$ cat src/design/access_bank_address_map_defs.svh
// Constants for the access-bank address map
// Contract
// - Access bank: bank 0 low, bank 15 high
// - Offsets below 60h bank 0, else bank 15
// - Banked access uses bank select plus offset
// - Forced access ignores bank select entirely
// - Forced access completes in one cycle
// - Extended instruction set flags modified mapping
// - RAM from 000h, never reset
// - Special registers occupy F60h to FFFh
// - Unimplemented special addresses read zero
// - Twelve-bit address, bank select on top
// - Bank select upper nibble reads zero
// - Unimplemented banks: writes dropped, reads zero
// - Full-address move ignores bank select
`ifndef ACCESS_BANK_ADDRESS_MAP_DEFS_SVH
`define ACCESS_BANK_ADDRESS_MAP_DEFS_SVH
`define ADDR_W 12
`define BANK_W 4
`define OFFS_W 8
`define DATA_W 8
`define BANK_SIZE 256
`define ACC_SPLIT 8'h60
`define BANK_LOW 4'h0
`define BANK_SFR 4'hF
`define SFR_BASE 12'hF60
`define BANK_SEL_ADDR 12'hFE0
`define STATUS_ADDR 12'hFE4
`define BANK_SEL_RST 4'h0
`define STAT_EXT_BIT 12
`define AV_ADDR_W 12
`define AV_DATA_W 32
`endif

$ cat src/design/access_bank_address_map_pkg.sv
// Types for the access-bank address map
package access_bank_address_map_pkg;
   typedef enum logic [1:0] {
      BUS_IDLE = 2'b01,
      BUS_DONE = 2'b10
   } bus_state_t;
endpackage

$ cat src/design/access_bank_address_map.sv
// Data-memory address map with bank select register and access bank
`timescale 1ns/1ps
`default_nettype none
`include "access_bank_address_map_defs.svh"
module access_bank_address_map #(
   parameter int GPR_BANKS = 1
) (
   input wire logic clock,
   input wire logic srst,
   input wire logic core_req,
   input wire logic core_wr,
   input wire logic core_access_sel,
   input wire logic core_full_move,
   input wire logic [`OFFS_W-1:0] core_offset,
   input wire logic [`ADDR_W-1:0] core_full_addr,
   input wire logic [`DATA_W-1:0] core_wdata,
   input wire logic core_load_bank,
   input wire logic [`BANK_W-1:0] core_bank_literal,
   input wire logic extended_instruction_enable,
   output logic [`ADDR_W-1:0] data_addr_reg,
   output logic [`DATA_W-1:0] core_rdata_reg,
   output logic core_done_reg,
   output logic alt_map_reg,
   input wire logic [`AV_ADDR_W-1:0] avs_address,
   input wire logic avs_read,
   input wire logic avs_write,
   input wire logic [`AV_DATA_W-1:0] avs_writedata,
   input wire logic [3:0] avs_byteenable,
   output logic [`AV_DATA_W-1:0] avs_readdata,
   output logic avs_waitrequest
);
   localparam int RAM_BYTES = GPR_BANKS * `BANK_SIZE;

   // Bank 15 holds the special registers, so RAM may fill at most 15 banks
   if (GPR_BANKS < 1 || GPR_BANKS > 15) begin : g_bad_banks
      $error("GPR_BANKS must lie in 1..15");
   end

   access_bank_address_map_pkg::bus_state_t bus_state_reg;
   access_bank_address_map_pkg::bus_state_t bus_state_next;
   logic [`BANK_W-1:0] bank_select_reg;
   logic [`BANK_W-1:0] bank_select_next;
   logic [`DATA_W-1:0] ram [RAM_BYTES];
   logic [`DATA_W-1:0] core_rdata_next;
   logic [`AV_DATA_W-1:0] avs_readdata_next;

   // Address forming
   wire logic low_half = core_offset < `ACC_SPLIT;
   wire logic [`BANK_W-1:0] access_bank =
      low_half ? `BANK_LOW : `BANK_SFR;
   wire logic [`BANK_W-1:0] sel_bank =
      core_access_sel ? bank_select_reg : access_bank;
   wire logic [`ADDR_W-1:0] eff_addr = core_full_move ? core_full_addr
      : {sel_bank, core_offset};

   // Decode of the effective address
   wire logic [`BANK_W-1:0] eff_bank = eff_addr[`ADDR_W-1:`OFFS_W];
   wire logic gpr_hit = eff_addr < `SFR_BASE
      && 32'(eff_bank) < GPR_BANKS;
   wire logic sfr_hit = eff_addr >= `SFR_BASE;
   wire logic bsr_hit = eff_addr == `BANK_SEL_ADDR;
   wire logic core_rd_unimpl = !gpr_hit && !bsr_hit;
   wire logic core_bsr_wr = core_req && core_wr && bsr_hit;
   wire logic core_ram_wr = core_req && core_wr && gpr_hit;
   wire logic [`DATA_W-1:0] bsr_byte = {4'h0, bank_select_reg};
   wire logic [$clog2(RAM_BYTES)-1:0] ram_idx =
      eff_addr[$clog2(RAM_BYTES)-1:0];

   always_comb begin
      core_rdata_next = '0;
      if (gpr_hit) begin
         core_rdata_next = ram[ram_idx];
      end else if (bsr_hit) begin
         core_rdata_next = bsr_byte;
      end
   end

   // Bus slave decode
   wire logic av_req = avs_read || avs_write;
   wire logic av_bsr = avs_address == `BANK_SEL_ADDR;
   wire logic av_stat = avs_address == `STATUS_ADDR;
   wire logic av_commit =
      bus_state_reg == access_bank_address_map_pkg::BUS_DONE;
   wire logic av_bsr_wr = av_commit && avs_write && av_bsr
      && avs_byteenable[0];
   wire logic [`AV_DATA_W-1:0] stat_word =
      {19'h0, alt_map_reg, data_addr_reg};

   always_comb begin
      avs_readdata_next = avs_readdata;
      if (bus_state_reg == access_bank_address_map_pkg::BUS_IDLE
          && avs_read) begin
         avs_readdata_next = '0;
         if (av_bsr) begin
            avs_readdata_next = {24'h0, bsr_byte};
         end else if (av_stat) begin
            avs_readdata_next = stat_word;
         end
      end
   end

   always_comb begin
      bus_state_next = bus_state_reg;
      unique case (bus_state_reg)
         access_bank_address_map_pkg::BUS_IDLE: begin
            if (av_req) begin
               bus_state_next = access_bank_address_map_pkg::BUS_DONE;
            end
         end
         access_bank_address_map_pkg::BUS_DONE: begin
            bus_state_next = access_bank_address_map_pkg::BUS_IDLE;
         end
         default: begin
            bus_state_next = access_bank_address_map_pkg::BUS_IDLE;
         end
      endcase
   end

   // Core access wins over a bus write in the same cycle
   always_comb begin
      bank_select_next = bank_select_reg;
      if (core_load_bank) begin
         bank_select_next = core_bank_literal;
      end else if (core_bsr_wr) begin
         bank_select_next = core_wdata[`BANK_W-1:0];
      end else if (av_bsr_wr) begin
         bank_select_next = avs_writedata[`BANK_W-1:0];
      end
   end

   // Waitrequest drops for exactly the committing cycle
   wire logic waitrequest_next =
      !(bus_state_reg == access_bank_address_map_pkg::BUS_IDLE && av_req);

   always_ff @(posedge clock) begin
      if (srst) begin
         bus_state_reg <= access_bank_address_map_pkg::BUS_IDLE;
         avs_waitrequest <= 1'b1;
         avs_readdata <= '0;
      end else begin
         bus_state_reg <= bus_state_next;
         avs_waitrequest <= waitrequest_next;
         avs_readdata <= avs_readdata_next;
      end
   end

   always_ff @(posedge clock) begin
      if (srst) begin
         bank_select_reg <= `BANK_SEL_RST;
         data_addr_reg <= '0;
         core_rdata_reg <= '0;
         core_done_reg <= 1'b0;
         alt_map_reg <= 1'b0;
      end else begin
         bank_select_reg <= bank_select_next;
         core_done_reg <= core_req;
         alt_map_reg <= extended_instruction_enable;
         if (core_req) begin
            data_addr_reg <= eff_addr;
            core_rdata_reg <= core_rdata_next;
         end
      end
   end

   // RAM keeps its contents through reset
   always_ff @(posedge clock) begin
      if (core_ram_wr) begin
         ram[ram_idx] <= core_wdata;
      end
   end

   a_access_low_map: assert property (@(posedge clock) disable iff (srst)
      core_req && !core_full_move && !core_access_sel
      && core_offset < `ACC_SPLIT
      |=> data_addr_reg == {`BANK_LOW, $past(core_offset)})
      else $error("low access half not in bank 0");

   a_access_high_map: assert property (@(posedge clock) disable iff (srst)
      core_req && !core_full_move && !core_access_sel
      && core_offset >= `ACC_SPLIT
      |=> data_addr_reg[`ADDR_W-1:`OFFS_W] == `BANK_SFR)
      else $error("high access half not in bank 15");

   a_banked_map: assert property (@(posedge clock) disable iff (srst)
      core_req && !core_full_move && core_access_sel
      |=> data_addr_reg == {$past(bank_select_reg), $past(core_offset)})
      else $error("banked address wrong");

   a_forced_ignores_bank: assert property (@(posedge clock) disable iff (srst)
      core_req && !core_full_move && !core_access_sel
      && bank_select_reg != `BANK_LOW && bank_select_reg != `BANK_SFR
      |=> data_addr_reg[`ADDR_W-1:`OFFS_W] != $past(bank_select_reg))
      else $error("forced access used bank select");

   a_single_cycle: assert property (@(posedge clock) disable iff (srst)
      core_req |=> core_done_reg ##1 (core_done_reg == $past(core_req)))
      else $error("access not done in one cycle");

   a_ext_flag: assert property (@(posedge clock) disable iff (srst)
      $rose(extended_instruction_enable) |=> alt_map_reg)
      else $error("alternate map flag missed");

   a_unimpl_zero: assert property (@(posedge clock) disable iff (srst)
      core_req && core_rd_unimpl |=> core_rdata_reg == '0)
      else $error("unimplemented read not zero");

   a_bsr_upper_zero: assert property (@(posedge clock) disable iff (srst)
      avs_read && av_bsr && !avs_waitrequest |-> avs_readdata[7:4] == 4'h0)
      else $error("bank select upper nibble not zero");

   a_full_move: assert property (@(posedge clock) disable iff (srst)
      core_req && core_full_move |=> data_addr_reg == $past(core_full_addr))
      else $error("full move address altered");

   a_sfr_region: assert property (@(posedge clock) disable iff (srst)
      core_req && sfr_hit |-> eff_bank == `BANK_SFR)
      else $error("special region outside bank 15");

   a_bus_answer: assert property (@(posedge clock) disable iff (srst)
      av_req && avs_waitrequest |=> !avs_waitrequest ##1 avs_waitrequest)
      else $error("bus answer not one cycle");

   c_forced_sfr: cover property (@(posedge clock) disable iff (srst)
      core_req && !core_access_sel && !low_half);
   c_banked_write: cover property (@(posedge clock) disable iff (srst)
      core_req && core_access_sel && core_wr && gpr_hit);
   c_bus_bsr_write: cover property (@(posedge clock) disable iff (srst)
      av_bsr_wr);
   c_full_move: cover property (@(posedge clock) disable iff (srst)
      core_req && core_full_move);
   c_empty_bank_read: cover property (@(posedge clock) disable iff (srst)
      core_req && !core_wr && eff_addr < `SFR_BASE && !gpr_hit);

   // Bank select write paths and their priority
   a_load_bank_wins: assert property (@(posedge clock) disable iff (srst)
      core_load_bank
      |=> bank_select_reg == $past(core_bank_literal))
      else $error("bank literal load lost");

   a_core_bank_write: assert property (@(posedge clock) disable iff (srst)
      core_bsr_wr && !core_load_bank
      |=> bank_select_reg == $past(core_wdata[`BANK_W-1:0]))
      else $error("core bank select write lost");

   a_bus_bank_write: assert property (@(posedge clock) disable iff (srst)
      av_bsr_wr && !core_load_bank && !core_bsr_wr
      |=> bank_select_reg == $past(avs_writedata[`BANK_W-1:0]))
      else $error("bus bank select write lost");

   a_core_bsr_upper: assert property (@(posedge clock) disable iff (srst)
      core_req && !core_wr && bsr_hit
      |=> core_rdata_reg[`DATA_W-1:`BANK_W] == '0)
      else $error("core read of bank select upper bits not zero");

   // Core port timing
   a_done_needs_req: assert property (@(posedge clock) disable iff (srst)
      !core_req |=> !core_done_reg)
      else $error("done without a request");

   a_addr_holds: assert property (@(posedge clock) disable iff (srst)
      !core_req |=> $stable(data_addr_reg))
      else $error("address changed without a request");

   a_high_offset_kept: assert property (@(posedge clock) disable iff (srst)
      core_req && !core_full_move && !core_access_sel
      |=> data_addr_reg[`OFFS_W-1:0] == $past(core_offset))
      else $error("access offset altered");

   // Empty RAM banks read zero whatever was written there
   a_empty_bank_zero: assert property (@(posedge clock) disable iff (srst)
      core_req && eff_addr < `SFR_BASE && !gpr_hit
      |=> core_rdata_reg == '0)
      else $error("empty bank read not zero");

   a_alt_follows: assert property (@(posedge clock) disable iff (srst)
      1'b1 |=> alt_map_reg == $past(extended_instruction_enable))
      else $error("alternate map flag lags");

   // Bus slave timing
   a_bus_release: assert property (@(posedge clock) disable iff (srst)
      !avs_waitrequest |=> avs_waitrequest)
      else $error("waitrequest low two cycles");

   a_readdata_holds: assert property (@(posedge clock) disable iff (srst)
      !(avs_read && bus_state_reg == access_bank_address_map_pkg::BUS_IDLE)
      |=> $stable(avs_readdata))
      else $error("read data changed without a read");
endmodule // access_bank_address_map
`default_nettype wire

$ cat config.mk
export PLATFORM = sky130hd
export DESIGN_NAME = access_bank_address_map
export DESIGN_NICKNAME = d
export VERILOG_FILES = /design/src/design/access_bank_address_map_pkg.sv /design/src/design/access_bank_address_map.sv
export VERILOG_INCLUDE_DIRS = /design/src /design/src/design
export SDC_FILE = /design/constraint.sdc
export NUM_CORES = 2
export LEC_CHECK = 0
export ABC_CLOCK_PERIOD_IN_PS = 4100
export BUFFER_PORTS_ARGS = -buffer_cell sky130_fd_sc_hd__buf_2
export CORE_UTILIZATION = 30
export CTS_CLUSTER_DIAMETER = 200
export CTS_CLUSTER_SIZE = 12
export DETAILED_ROUTE_END_ITERATION = 10
export MAX_ROUTING_LAYER = met4
export PLACE_DENSITY_LB_ADDON = 0.2
export SYNTH_ARGS = -nofsm -noshare
export SYNTH_HDL_FRONTEND = slang
export SYNTH_SLANG_ARGS = --single-unit
$ cat constraint.sdc
create_clock -name clock -period 4.1 [get_ports clock]
set_input_delay 0.82 -clock clock [delete_from_list [all_inputs] [get_ports clock]]
set_output_delay 0.82 -clock clock [all_outputs]
set_load 0.02 [all_outputs]
==> results.toml <==
[outcome]
status = "finished, final reports clean"

[synth]
synth_async_sr_flop_share = 0
synthFlopType = "edfxtp_1"
synth_most_common_cell = "edfxtp_1"
syn_area_um2 = 82900
yosys_warnings = 0
ys_ff_latch = 2090
synth_commonest_cells = "edfxtp_1 (2,048), nand2_1 (1,102), nand3_1 (537), nor2_1 (327), mux4_2 (228)"
synth_edf_count = 2048
syn_area_per_cell_um2 = 15.4
synth_top_area_share = 0.742
yosys.cell_types.count = 71
synth_top_area_cell = "edfxtp_1"
synth_cells = 5390
seq_area_frac_synth = 0.752
synthTopCellsByArea = "edfxtp_1 (74%), mux4_2 (6.2%), nand2_1 (5.0%), nand3_1 (3.2%), nor2_1 (1.5%)"

[placed_design]
port_buffers = 94
gp_congestion = 0.874
hpwl_um = 187000

[route]
avgRoutedWirePerCell_um = 29.0
firstDrtPassIters = 6
drt-vias-per-instance = 5.17
drc_errors = 0
ant_nets = 0
wl_met2_um = 133000
first_iter_violations = 5915
top_layer_used = "met4"
wl_met3_um = 19300
finalWirelength_um = 285000
wl_met1_um = 124000
vias = 50900

[pwr]
p_leak_nw = 33.0
power_mw = 44.2
power.density_nw_per_um2 = 448
vdd_ir_drop_max_mv = 0.298

[clocking]
clock_latency_ps = 870
cts_tree = "done"
max-clock-path-buffers = 4
cts_root_buf = "clkbuf_16"
htree_levels = 4
cts_buffers = 200
cts_num_sinks = 2090
cts.repair.resized = 0
hold_buffers = 0
clk_pin_slew_ps = 60
postCtsSetupRepairBufs = 0

[setup_path]
critPathMaxFanout = 18
critical_path_class = "in2reg"
required_ps = 4850
crit_arrival_ps = 4290
endpoint_kind = "flop"
crit_path_start_kind = "input pin"

[finish]
syn_to_final_growth_pct = 19.0
largest_register_ff_count = 2048
final_core_util = 0.360
fill_cells = 26100
drive_gt1_frac = 0.215
fin_nets = 6193

[timing]
rsz0062_at_grt = "no"
setup_viol = 0
max_freq_mhz = 282
hold_viol_final = 0
drv_slew = 0
post-route-period-util = 0.864
slew_headroom = 0.174
fin_crit_ps = 3540
worstMarginPinSlew_ps = 1240
skew_ps = 53.8

[hold_path]
hp-class = "in2reg"

[global_routing]
grt_pass1_vias = 49700
grt_usage = 0.207
grt_max_degree = 114
antenna_found_initial = 12
grt.overflow.total = 0
grt_pass1_wl_um = 397000

[floorplanning]
ios = 145
die_w_um = 528
dieArea_um2 = 278000
num_rows = 192
die_y_um = 528
start_util = 0.302
coreArea_um2 = 274000

[flow_run]
maxCapViolations = 0
==> layer usage <==
layer / vias to the layer above / GRT usage
met5: - / -
met4: 0 / 0.0607
met3: 356 / 0.0327
met2: 1884 / 0.324
met1: 26700 / 0.278
li1: 21900 / -
==> where the power goes <==
group | switching, mW | internal, mW
Sequential | 0.0261 | 23.5
Combinational | 2.73 | 1.41
Clock | 7.80 | 8.81
Total | 10.6 | 33.7
==> critical path, cell delays in order <==
cell and delay (ps):
buf_2 170, buf_12 200, mux2_8 490, buf_12 200
buf_4 230, mux4_2 300, a32oi_1 250, nand3_1 340
nor4_1 430, buf_4 190, o221ai_1 220, o31a_1 360
==> through the flow <==
step	area, um^2	instances	worst slack, ps	TNS, ps	hold slack (ps)
finish	98600	9840	560	0	152
global placement	93300	9587	-318	-777	476
floorplan	82900	5408	358	0	451
detailed placement	93300	9587	-329	-956	493
CTS	98600	9835	585	0	91.6
global route	98600	9838	554	0	130
==> logic make-up after synthesis <==
group	after synthesis	synth area share
other	1	0.0000452
AO/OA/AOI/OAI	470	0.0401
multiplexers	362	0.0785
buffers and inverters	366	0.0218
flip-flops	2090	0.752
AND/OR/NAND/NOR	2101	0.107
==> area by class of cell <==
class	count	area, um^2	share of cell area
tap	3686	4610	0.0468
clock inverter	6	88.8	0.000901
inverter	10	37.5	0.000381
antenna	5	12.5	0.000127
timing repair buffer	849	7370	0.0747
clock buffer	242	5200	0.0528
sequential	2090	62300	0.632
multi-input combinational	2952	19000	0.192
==> final timing paths <==
kind / slack (ps) / depth (start not counted) / startpoint / to
worst min register to register: 500 / 2 / bus_state_reg[1]$_SDFFE_PP0N_ / avs_waitrequest$_SDFF_PP1_
worst max register to register: 940 / 11 / bank_select_reg[1]$_SDFFE_PP0P_ / ram[17][1]$_DFFE_PP_
worst min-delay path: 150 / 2 / avs_read / avs_waitrequest$_SDFF_PP1_
worst max-delay path: 560 / 12 / core_full_move / core_rdata_reg[2]$_SDFFE_PP0P_
==> cells in the final DEF (no fill, tap or decap), drive strengths merged, types with 5 or more instances in the layout <==
master,Yosys,layout
o22ai,23,23
clkbuf,139,242
mux4,228,228
edfxtp,2048,2048
a211oi,13,13
nor3,12,12
nor2,327,327
and2,7,7
a311oi,82,82
buf,217,849
o31ai,10,10
a21oi,116,116
or3,6,6
a22o,6,6
dfxtp,42,42
mux2i,118,118
a31oi,18,18
a22oi,87,87
nand2,1102,1102
mux2,16,16
and3,60,60
a32oi,16,16
conb,1,19
nand3,537,537
o211ai,7,7
nor4,13,13
inv,10,13
o21ai,34,34
nor2b,5,5
nand4,14,14
o31a,7,7
diode,0,5
Power figures use the tool's default switching activity.
